<file path="src/logic/crc_pkg.sv">
// crc_pkg: constants and types shared by the checksum generator files.
// assumes nothing of its surroundings; pure definitions.
package crc_pkg;

  localparam logic [15:0] CRC_POLY16 = 16'h1021;
  localparam logic [31:0] CRC_POLY32 = 32'h04c11db7;
  localparam logic [31:0] CRC_INIT16 = 32'h0000ffff;
  localparam logic [31:0] CRC_INIT32 = 32'hffffffff;
  localparam logic [31:0] CRC_RESET_VALUE = 32'h00000000;
  localparam logic [23:0] CRC_FLASH_SIZE = 24'h060000;
  localparam logic [23:0] CRC_ADDR_RESET = 24'h000000;
  localparam int CRC_BUF_DEPTH = 2;

  // input source select; none leaves the generator idle
  typedef enum logic [3:0] {
    CRC_SRC_NONE  = 4'b0001,
    CRC_SRC_IO    = 4'b0010,
    CRC_SRC_DMA   = 4'b0100,
    CRC_SRC_FLASH = 4'b1000
  } crc_src_t;

  // flash sweep state machine
  typedef enum logic [2:0] {
    CRC_FS_IDLE = 3'b001,
    CRC_FS_RUN  = 3'b010,
    CRC_FS_DONE = 3'b100
  } crc_fs_t;

endpackage : crc_pkg

</file>
<file path="src/logic/crc_byte_buf.sv">
// crc_byte_buf: two-entry byte buffer with valid/ready on both sides.
// assumes a single clock and an asynchronous active-high reset.
`timescale 1ns/1ns
module crc_byte_buf
  import crc_pkg::*;
(
  input wire logic sys_clk_i, // clock
  input wire logic rst_i, // async reset
  input wire logic [7:0] in_data_i, // byte in
  input wire logic in_valid_i, // byte offered
  output logic in_ready_o, // room for a byte
  output logic [7:0] out_data_o, // byte out
  output logic out_valid_o, // byte available
  input wire logic out_ready_i, // drain side takes it
  input wire logic flush_i // drop contents
);

  logic [7:0] mem_reg [CRC_BUF_DEPTH];
  logic [7:0] mem_next [CRC_BUF_DEPTH];
  logic [1:0] cnt_reg;
  logic [1:0] cnt_next;

  assign in_ready_o = (cnt_reg != 2'd2);
  assign out_valid_o = (cnt_reg != 2'd0);
  assign out_data_o = mem_reg[0];

  always_comb begin
    logic push;
    logic pop;
    push = in_valid_i && in_ready_o;
    pop = out_valid_o && out_ready_i;
    mem_next[0] = mem_reg[0];
    mem_next[1] = mem_reg[1];
    cnt_next = cnt_reg;
    if (flush_i) begin
      cnt_next = 2'd0;
    end else begin
      if (pop) begin
        mem_next[0] = mem_reg[1];
      end
      if (push) begin
        if (cnt_reg == 2'd0 || (cnt_reg == 2'd1 && pop)) begin
          mem_next[0] = in_data_i;
        end else begin
          mem_next[1] = in_data_i;
        end
      end
      cnt_next = 2'(cnt_reg + {1'b0, push} - {1'b0, pop});
    end
  end

  always_ff @(posedge sys_clk_i or posedge rst_i) begin
    if (rst_i) begin
      mem_reg[0] <= 8'h00;
      mem_reg[1] <= 8'h00;
      cnt_reg <= 2'd0;
    end else begin
      mem_reg <= mem_next;
      cnt_reg <= cnt_next;
    end
  end

  a_buf_no_over: assert property (@(posedge sys_clk_i) disable iff (rst_i)
    cnt_reg <= 2'd2)
    else $error("buffer count above depth");

endmodule : crc_byte_buf

</file>
<file path="src/logic/crc_checksum_gen.sv">
// crc_checksum_gen: byte-wide crc-16/crc-32 generator fed by io, dma or flash.
// assumes the flash answers a read one cycle after fl_rd_o with fl_data_i.
`timescale 1ns/1ns
module crc_checksum_gen
  import crc_pkg::*;
(
  input wire logic sys_clk_i, // 50 MHz clock
  input wire logic rst_i, // async reset, active high
  input wire logic [3:0] src_sel_i, // one-hot source select
  input wire logic poly32_sel_i, // software picks crc-32
  input wire logic reset_sum_i, // pulse: restart checksum
  input wire logic [7:0] io_data_i, // cpu written byte
  input wire logic io_wr_i, // cpu write strobe
  output logic io_ready_o, // cpu write can be taken
  input wire logic [7:0] dma_data_i, // dma channel byte
  input wire logic dma_valid_i, // dma byte present
  output logic dma_ready_o, // dma may proceed
  input wire logic flash_start_i, // pulse: start flash sweep
  input wire logic flash_range_i, // use range not full array
  input wire logic [23:0] flash_first_i, // range first address
  input wire logic [23:0] flash_last_i, // range last address
  output logic fl_rd_o, // flash read strobe
  output logic [23:0] fl_addr_o, // flash read address
  input wire logic [7:0] fl_data_i, // flash data, one cycle later
  output logic [31:0] checksum_o, // readable result
  output logic busy_o, // bytes pending or sweep running
  output logic zero_o // remainder is zero
);

  function automatic logic [31:0] crc_step(input logic [31:0] crc, input logic [7:0] b,
                                           input logic wide);
    logic [31:0] c;
    c = crc;
    for (int i = 0; i < 8; i++) begin
      if (wide) begin
        if (c[31] ^ b[7 - i]) begin
          c = {c[30:0], 1'b0} ^ CRC_POLY32;
        end else begin
          c = {c[30:0], 1'b0};
        end
      end else begin
        if (c[15] ^ b[7 - i]) begin
          c = {16'h0000, c[14:0], 1'b0} ^ {16'h0000, CRC_POLY16};
        end else begin
          c = {16'h0000, c[14:0], 1'b0};
        end
      end
    end
    return c;
  endfunction : crc_step

  function automatic logic [31:0] bit_rev32(input logic [31:0] v);
    logic [31:0] r;
    r = 32'h00000000;
    for (int i = 0; i < 32; i++) begin
      r[i] = v[31 - i];
    end
    return r;
  endfunction : bit_rev32

  crc_src_t src;
  logic wide;
  logic [31:0] crc_reg;
  logic [31:0] crc_next;
  crc_fs_t fs_reg;
  crc_fs_t fs_next;
  logic [23:0] addr_reg;
  logic [23:0] addr_next;
  logic [23:0] last_reg;
  logic [23:0] last_next;
  logic rd_reg;
  logic rd_next;
  logic [7:0] in_byte;
  logic in_valid;
  logic in_ready;
  logic [7:0] buf_byte;
  logic buf_valid;
  logic [31:0] res_reg;
  logic [31:0] res_next;
  logic zero_reg;
  logic zero_next;

  assign src = crc_src_t'(src_sel_i);
  assign wide = (src == CRC_SRC_FLASH) ? 1'b1 : poly32_sel_i;

  // source mux: only the selected source reaches the buffer
  always_comb begin
    in_byte = 8'h00;
    in_valid = 1'b0;
    case (src)
      CRC_SRC_IO: begin
        in_byte = io_data_i;
        in_valid = io_wr_i;
      end
      CRC_SRC_DMA: begin
        in_byte = dma_data_i;
        in_valid = dma_valid_i;
      end
      CRC_SRC_FLASH: begin
        in_byte = fl_data_i;
        in_valid = rd_reg;
      end
      default: begin
        in_byte = 8'h00;
        in_valid = 1'b0;
      end
    endcase
  end

  assign io_ready_o = in_ready && (src == CRC_SRC_IO);
  // dma is throttled by buffer room so a stall never loses a byte
  assign dma_ready_o = in_ready && (src == CRC_SRC_DMA);

  crc_byte_buf i_crc_byte_buf (
    .sys_clk_i(sys_clk_i),
    .rst_i(rst_i),
    .in_data_i(in_byte),
    .in_valid_i(in_valid),
    .in_ready_o(in_ready),
    .out_data_o(buf_byte),
    .out_valid_o(buf_valid),
    .out_ready_i(1'b1),
    .flush_i(reset_sum_i)
  );

  // flash sweep; a read is issued only with buffer room and no read already in flight
  always_comb begin
    fs_next = fs_reg;
    addr_next = addr_reg;
    last_next = last_reg;
    rd_next = 1'b0;
    case (fs_reg)
      CRC_FS_IDLE: begin
        if (flash_start_i && src == CRC_SRC_FLASH) begin
          addr_next = flash_range_i ? flash_first_i : CRC_ADDR_RESET;
          last_next = flash_range_i ? flash_last_i : CRC_FLASH_SIZE - 24'h000001;
          fs_next = CRC_FS_RUN;
        end
      end
      CRC_FS_RUN: begin
        if (src != CRC_SRC_FLASH || reset_sum_i) begin
          fs_next = CRC_FS_IDLE;
        end else if (in_ready && !rd_reg) begin
          rd_next = 1'b1;
          if (addr_reg == last_reg) begin
            fs_next = CRC_FS_DONE;
          end else begin
            addr_next = addr_reg + 24'h000001;
          end
        end
      end
      CRC_FS_DONE: begin
        fs_next = CRC_FS_IDLE;
      end
      default: begin
        fs_next = CRC_FS_IDLE;
      end
    endcase
  end

  assign fl_rd_o = rd_next;
  assign fl_addr_o = addr_reg;

  always_ff @(posedge sys_clk_i or posedge rst_i) begin
    if (rst_i) begin
      fs_reg <= CRC_FS_IDLE;
      addr_reg <= CRC_ADDR_RESET;
      last_reg <= CRC_ADDR_RESET;
      rd_reg <= 1'b0;
    end else begin
      fs_reg <= fs_next;
      addr_reg <= addr_next;
      last_reg <= last_next;
      rd_reg <= rd_next;
    end
  end

  // remainder update, one byte per cycle at most
  always_comb begin
    crc_next = crc_reg;
    if (reset_sum_i) begin
      crc_next = wide ? CRC_INIT32 : CRC_INIT16;
    end else if (buf_valid) begin
      crc_next = crc_step(crc_reg, buf_byte, wide);
    end
    // reflected and inverted view of the remainder for crc-32 reads
    res_next = wide ? ~bit_rev32(crc_next) : {16'h0000, crc_next[15:0]};
    zero_next = wide ? (crc_next == 32'h00000000) : (crc_next[15:0] == 16'h0000);
  end

  always_ff @(posedge sys_clk_i or posedge rst_i) begin
    if (rst_i) begin
      crc_reg <= CRC_RESET_VALUE;
      res_reg <= CRC_RESET_VALUE;
      zero_reg <= 1'b0;
    end else begin
      crc_reg <= crc_next;
      res_reg <= res_next;
      zero_reg <= zero_next;
    end
  end

  assign checksum_o = res_reg;
  assign zero_o = zero_reg;
  assign busy_o = buf_valid || (fs_reg == CRC_FS_RUN) || rd_reg;

  a_flash_forces_wide: assert property (@(posedge sys_clk_i) disable iff (rst_i)
    src == CRC_SRC_FLASH |-> wide)
    else $error("flash source without crc-32");

  a_reset_poly_narrow: assert property (@(posedge sys_clk_i) disable iff (rst_i)
    (src != CRC_SRC_FLASH && !poly32_sel_i) |-> !wide)
    else $error("16-bit mode not kept");

  a_byte_step_once: assert property (@(posedge sys_clk_i) disable iff (rst_i)
    (buf_valid && !reset_sum_i) |=> crc_reg == crc_step($past(crc_reg), $past(buf_byte),
                                               $past(wide)))
    else $error("remainder not advanced by one byte");

  a_idle_holds_sum: assert property (@(posedge sys_clk_i) disable iff (rst_i)
    (!buf_valid && !reset_sum_i) |=> $stable(crc_reg))
    else $error("remainder changed with no byte");

  a_wide_result_form: assert property (@(posedge sys_clk_i) disable iff (rst_i)
    wide ##1 wide |-> checksum_o == ~bit_rev32(crc_reg))
    else $error("crc-32 result not reflected and inverted");

  a_narrow_result: assert property (@(posedge sys_clk_i) disable iff (rst_i)
    !wide ##1 !wide |-> checksum_o == {16'h0000, crc_reg[15:0]})
    else $error("crc-16 result mismatch");

  a_zero_flag: assert property (@(posedge sys_clk_i) disable iff (rst_i)
    wide ##1 wide |-> zero_o == (crc_reg == 32'h00000000))
    else $error("zero flag wrong");

  a_zero_narrow: assert property (@(posedge sys_clk_i) disable iff (rst_i)
    !wide ##1 !wide |-> zero_o == (crc_reg[15:0] == 16'h0000))
    else $error("crc-16 zero flag wrong");

  a_dma_only_selected: assert property (@(posedge sys_clk_i) disable iff (rst_i)
    src != CRC_SRC_DMA |-> !dma_ready_o)
    else $error("dma accepted while not selected");

  a_flash_read_next: assert property (@(posedge sys_clk_i) disable iff (rst_i)
    (fl_rd_o && src == CRC_SRC_FLASH && !reset_sum_i) |=> in_valid)
    else $error("flash read byte not offered");

  a_dma_byte_taken: assert property (@(posedge sys_clk_i) disable iff (rst_i)
    (dma_valid_i && dma_ready_o && !reset_sum_i) |=> buf_valid)
    else $error("dma byte not queued");

endmodule : crc_checksum_gen

</file>
<file path="config.mk">
export PLATFORM = sky130hd
export DESIGN_NAME = crc_checksum_gen
export DESIGN_NICKNAME = d
export VERILOG_FILES = /design/src/logic/crc_pkg.sv /design/src/logic/crc_byte_buf.sv /design/src/logic/crc_checksum_gen.sv
export SDC_FILE = /design/constraint.sdc
export NUM_CORES = 1
export LEC_CHECK = 0
export ABC_AREA = 1
export BUFFER_PORTS_ARGS = -buffer_cell sky130_fd_sc_hd__buf_2
export CAP_MARGIN = 20
export CORE_ASPECT_RATIO = 0.6
export CORE_MARGIN = 2
export CORE_UTILIZATION = 52
export CTS_CLUSTER_DIAMETER = 120
export DETAILED_ROUTE_END_ITERATION = 10
export PLACE_DENSITY = 0.77
export SYNTH_ARGS = -nofsm -noshare
export SYNTH_HDL_FRONTEND = slang
export SYNTH_HIERARCHICAL = 1
export SYNTH_SLANG_ARGS = --single-unit
</file>
<file path="constraint.sdc">
create_clock -name sys_clk_i -period 3.4 [get_ports sys_clk_i]
set_input_delay 0.51 -clock sys_clk_i [delete_from_list [all_inputs] [get_ports sys_clk_i]]
set_output_delay 0.51 -clock sys_clk_i [all_outputs]
set_load 0.01 [all_outputs]
</file>
# Yosys cells after proc, flatten, opt, wreduce, memory -nomap -nowiden
# Index checks and enable logic that the tools add are counted.
# op_classes
muxes	66
n_eq_ne	15
n_bitwise	35
addsub	3
n_reduce_logical	20
# ops
op	count
32-bit two-way mux	26
27-bit two-way mux	8
24-bit two-way mux	6
14-bit NOT	8
13-bit two-way mux	8
24-bit one-hot mux with 2 select lines	1
32-bit logical NOT	1
32-bit NOT	1
24-bit by 1-bit adder with 24-bit output, second input constant	1
24-bit == test	1
8-bit two-way mux	3
3-bit NOT	8
8-bit one-hot mux with 3 select lines	1
16-bit logical NOT	1
16-bit two-way mux	1
1-bit bitwise XOR	16
3-bit two-way mux	4
2-bit inequality test, second input constant	5
1-bit logical AND	6
3-bit inequality test, second input constant	2
3-bit one-hot mux with 2 select lines	1
3-bit AND reduction	2
1-bit two-way mux	5
5-bit AND reduction	1
17 further kinds	22
# totals
out_inout_bits	61
word_cells	149
input_bits	84
register_bits	135

# Depth between registers and ports, before layout
# logic_depth
depth_word	42
ltp_mapped	25
ltp_nobuf	24

# Modules after synthesis
# Netlist, hierarchy kept.
# modules_own_cells
mod	cells_per_inst	area_per_inst_um2	instances
crc_checksum_gen	1213	8127.8	1
crc_byte_buf	150	1104.8	1

# Worst setup path after synthesis
# OpenSTA, ideal clock, no wires.
# synth_path
path_type	input to register
startpoint	in src_sel_i[3]
endpoint	reg i_crc_byte_buf.cnt_reg[1]
t_arrival_ns	2.288
path_buffers	2
setup_time_ns	0.131
setup_slack_ns	0.980
stages	13
cell_sequence	inv_1 and3_1 clkbuf_1 nand2_1 o211ai_1 buf_6 a21boi_0 inv_1 ha_1 inv_1 ha_1 xor2_1 nor2_1
# synth_between
elab_chain_len	6
elab_cells_between_ends	8
cone_classes	add/sub: 2; eq/ne: 3; mux: 2; reduce/logical: 1
# synth_rtl
element	line_no	text
start, declared	crc_checksum_gen.sv:9	input wire logic [3:0] src_sel_i,
4-bit == test (tied with other cells)	crc_checksum_gen.sv:90	case (src)
1-bit one-hot mux with 3 select lines *	crc_checksum_gen.sv:90	
named net in_valid	crc_checksum_gen.sv:74	logic in_valid;
1-bit logical AND *	crc_byte_buf.sv:30	push = in_valid_i && in_ready_o;
2-bit by 1-bit adder with 2-bit output *	crc_byte_buf.sv:48	cnt_next = 2'(cnt_reg + {1'b0, push} - {1'b0, pop});
2-bit by 1-bit subtractor with 2-bit output *	crc_byte_buf.sv:48	
2-bit two-way mux *	crc_byte_buf.sv:35	if (flush_i) begin
named net i_crc_byte_buf.cnt_next[1]	crc_byte_buf.sv:21	logic [1:0] cnt_next;
end signal, assigned	crc_byte_buf.sv:59	cnt_reg <= cnt_next;
end, declared	crc_byte_buf.sv:20	logic [1:0] cnt_reg;
# Mark *: on every way through the listed nets, which the timed path passes. The rest lies on a longest branch.
# A chain may end at the register's enable or synchronous reset.

# Final worst setup path
# layout_path
startpoint	reg i_crc_byte_buf.mem_reg (netlist bit i_crc_byte_buf/out_data_o[7])
endpoint	reg zero_reg (netlist: zero_o)
# layout_between
elab_cells_between_ends	62
cone_classes	mux: 41; bitwise: 19; reduce/logical: 2
# layout_rtl
element	line_no	text
start, declared	crc_byte_buf.sv:18	logic [7:0] mem_reg [CRC_BUF_DEPTH];
start signal, assigned	crc_byte_buf.sv:58	mem_reg <= mem_next;
1-bit bitwise XOR, on equally long branches	crc_checksum_gen.sv:42, crc_checksum_gen.sv:36	
13-bit two-way mux / 27-bit two-way mux (equally long branches)	crc_checksum_gen.sv:42, crc_checksum_gen.sv:36	
32-bit two-way mux *	crc_checksum_gen.sv:35	if (wide) begin
32-bit two-way mux *	crc_checksum_gen.sv:183	end else if (buf_valid) begin
32-bit two-way mux *	crc_checksum_gen.sv:181	if (reset_sum_i) begin
27-bit two-way mux	crc_checksum_gen.sv:36	if (c[31] ^ b[7 - i]) begin
32-bit two-way mux *	crc_checksum_gen.sv:35	
32-bit two-way mux *	crc_checksum_gen.sv:183	
[... 24 more ...]	--	
13-bit two-way mux / 27-bit two-way mux (equally long branches)	crc_checksum_gen.sv:42, crc_checksum_gen.sv:36	
32-bit two-way mux *	crc_checksum_gen.sv:35	
32-bit two-way mux *	crc_checksum_gen.sv:183	
32-bit two-way mux *	crc_checksum_gen.sv:181	
named net crc_next[3]	crc_checksum_gen.sv:64	logic [31:0] crc_next;
32-bit logical NOT / 16-bit logical NOT (equally long branches)	crc_checksum_gen.sv:188	zero_next = wide ? (crc_next == 32'h00000000) : (crc_next[15:0] == 16'h0000);
1-bit two-way mux *	crc_checksum_gen.sv:188	
named net zero_next	crc_checksum_gen.sv:81	logic zero_next;
end signal, assigned	crc_checksum_gen.sv:199	zero_reg <= zero_next;
end, declared	crc_checksum_gen.sv:80	logic zero_reg;
# Mark *: on every way through the listed nets, which the timed path passes. The rest lies on a longest branch. The select of a mux whose other input is x is not followed.

==> metrics <==
status=complete, no violations; GRT Overall Usage=0.347; core area=0.0173 mm²; gpl congestion=1.07; total CTS buffers=17; Leakage=5.77 nW; Avg Cell Area, Syn=6.77 µm²; post-synthesis mux area share=0; commonest non-fill, non-tap cell in the layout=nand2_1; Avg WL per Cell=18.1 µm; Simple-Gate Fraction of Synth Area=0.391; Worst Reg-to-Reg Cells=18; layout cells sized above 1=0.202; WL final=31800 µm; commonest cells after routing, fill and taps aside=nand2_1 (476), buf_2 (144), inv_1 (143); Via density=5.66; Max transition margin=0.389; total die area=0.0189 mm²; die height=107 µm; Clk Latency, worst-skew pair=0.43 ns; CP max FO=8; Via Count=9921; DR pass1 iterations=6; Max Cap Viol=0; Peak Freq=322 MHz; Top cell by count, worst path=nand2_1; sequential power share=0.278; VDD IR max=0.440 mV; Clock Skew=0.0159 ns; post-synthesis cell area=0.00923 mm²; Seq. cell area=0.00338 mm²; IO Pins=145; sequential area share after synthesis=0.366; CP endpoint kind=flip-flop; Unique masters post-synth=51; Ys Warns=6; H-tree Lvls=4; pwr dens=941 mW/mm²; period utilization=0.914; port bufs=144; Hold Fails Final Rpt=0; CTS clock-pin slew for the worst setup and hold paths=0.08 ns; RSZ-0062 raised after global routing=false; crit path launch type=flip-flop; final setup violating endpoints=0; die width=176 µm; Cell Chain, Critical Path=inv_2 > nand2_1 > nand2_1 > nand2_1 > nand3_2 > nand2_1 > nand2_1 > nand2_1 > nand3_1 > nand3_1 > nand2_2 > nor2_1 > nand2_1 > nor2_1 > nand3_1 > nor2_1 > nand3_1 > nor2_1; largest net degree at the start of global routing=76; hold_buf cts=0; Switch Pwr=5.31 mW; post-route ant nets=0; worst slew pin tran=0.916 ns; internal power=4.84 mW; post-synthesis adder-cell area fraction=0.00407; CTS tree=built; NumNets Final=1592; ANT cells=0; TNS Setup=0 ns; top cells by area, synth=dfrtp_1 (36%), nand2_1 (19%), nand3_1 (7.6%), inv_1 (5.9%), o21ai_0 (5.0%); switching fraction of total power=0.524; kind of critical path=flip-flop to flip-flop; Fill cells=1507; max-slew violations=0; area delta synth->final=16.8%; residual DRC count=0; largest family of logic cells by synthesized area=simple AND/OR/NAND/NOR gates; synthesized instance count=1363; total design power=10.2 mW; Post CTS Setup Buffer Count=0; CTS max path bufs=2; FF+latch count, synth=135; gr ovfl total=0; classification of the worst-slack hold path=input pin to async pin; hpwl dp=23900 µm; Initial DRC Count=1394; root buffer cell=clkbuf_16; Multi-input gate area=0.00495 mm²; post-synthesis xor/xnor area fraction=0.0275; Synth Area in Compound Gates=0.111; cell taking the most area after synthesis=dfrtp_1; Worst path slowest cell=dfrtp_1; post-CTS sizing=0; first-pass GRT wire length=49900 µm; CP arrival=3.47 ns; WP data required=3.77 ns; Yosys top cell area share=0.363; initial cell density of the core=0.535; Rows=37; post-route minimum period=3.11 ns; Clk network pwr share=0.188; initial antenna violation count=0; vias in the first global route=8898; clk sinks=135; max incr delay on CP=0.50 ns; Gate power share=0.534
layer usage:
layer,vias to the layer above,wire [µm],global-route usage
li1,4649,-,-
met1,4542,14400,0.535
met2,651,11600,0.430
met3,75,5080,0.150
met4,4,649,0.0809
met5,-,118,0.0333
power by group through the flow:
stage          Combinational [mW]  Clock (mW)  Sequential [mW]
2_1_floorplan                3.64           0             2.61
3_3_place_gp                 5.13           0             2.78
3_5_place_dp                 5.15           0             2.77
4_1_cts                      5.20        1.91             2.76
5_1_grt                      5.92        1.98             2.87
6_report                     5.42        1.90             2.83
through the flow:
step | hold WS (ns) | utilization | worst slack [ns] | cell area (µm²) | cells
after floorplan | 0.449 | - | 0.980 | 9240 | 1365
after global placement | 0.470 | 0.590 | 0.219 | 10200 | 1720
after detailed placement | 0.476 | 0.590 | 0.221 | 10200 | 1720
after CTS | 0.259 | 0.625 | 0.464 | 10800 | 1752
after global routing | 0.300 | 0.625 | 0.0726 | 10800 | 1752
final | 0.228 | 0.625 | 0.292 | 10800 | 1752
kinds of logic after synthesis:
group	Yosys count
XOR/XNOR	29
AO/OA/AOI/OAI	184
flip-flops	135
other	1
buffers and inverters	212
AND/OR/NAND/NOR	799
adder cells (fa/ha/maj)	3
critical path: cells and delay by family (launching register included):
family,cells,cell delay (ns)
simple gates,17,2.42
flops,1,0.50
buf+inv,1,0.10
cell usage after synthesis, drive strengths merged:
cell     count
inv        153
clkinv       5
ha           3
conb         1
buf         28
a31oi        6
o21a         1
clkbuf      26
xnor2       11
a221oi       1
o22ai        2
nand3      159
a22oi       11
a21boi       1
xor2        18
nand2      518
o211ai       1
a2111oi      1
dfrtp      134
and3         1
nand4       21
o21bai       2
o21ai      105
nor2        82
or2          3
dfstp        1
a21oi       50
nor3         5
a211oi       1
nor4         7
nand3b       2
a32o         2
nand2b       1
final timing paths:
| check | startpoint | endpoint | slack, ns |
|---|---|---|---|
| worst max-delay path | i_crc_byte_buf/out_data_o[7] | zero_o | 0.29 |
| min in group sys_clk_i | flash_last_i[8] | last_reg[8] | 0.30 |
| worst min register to register | i_crc_byte_buf/mem_reg[5] | i_crc_byte_buf/mem_reg[5] | 0.50 |
| worst max register to register | i_crc_byte_buf/out_data_o[7] | zero_o | 0.29 |
| worst min-delay path | rst_i | i_crc_byte_buf/cnt_reg[1] | 0.23 |
| max in group asynchronous | rst_i | crc_reg[4] | 2.39 |
layout make-up:
class,count,area share
Clock inverter,15,0.0165
Multi-Input combinational cell,1018,0.459
Clock buffer,17,0.0394
Sequential cell,135,0.313
Tap cell,234,0.0271
Timing Repair Buffer,175,0.0895
Inverter,158,0.0553
Note: power is estimated with default switching activity, not from simulation.
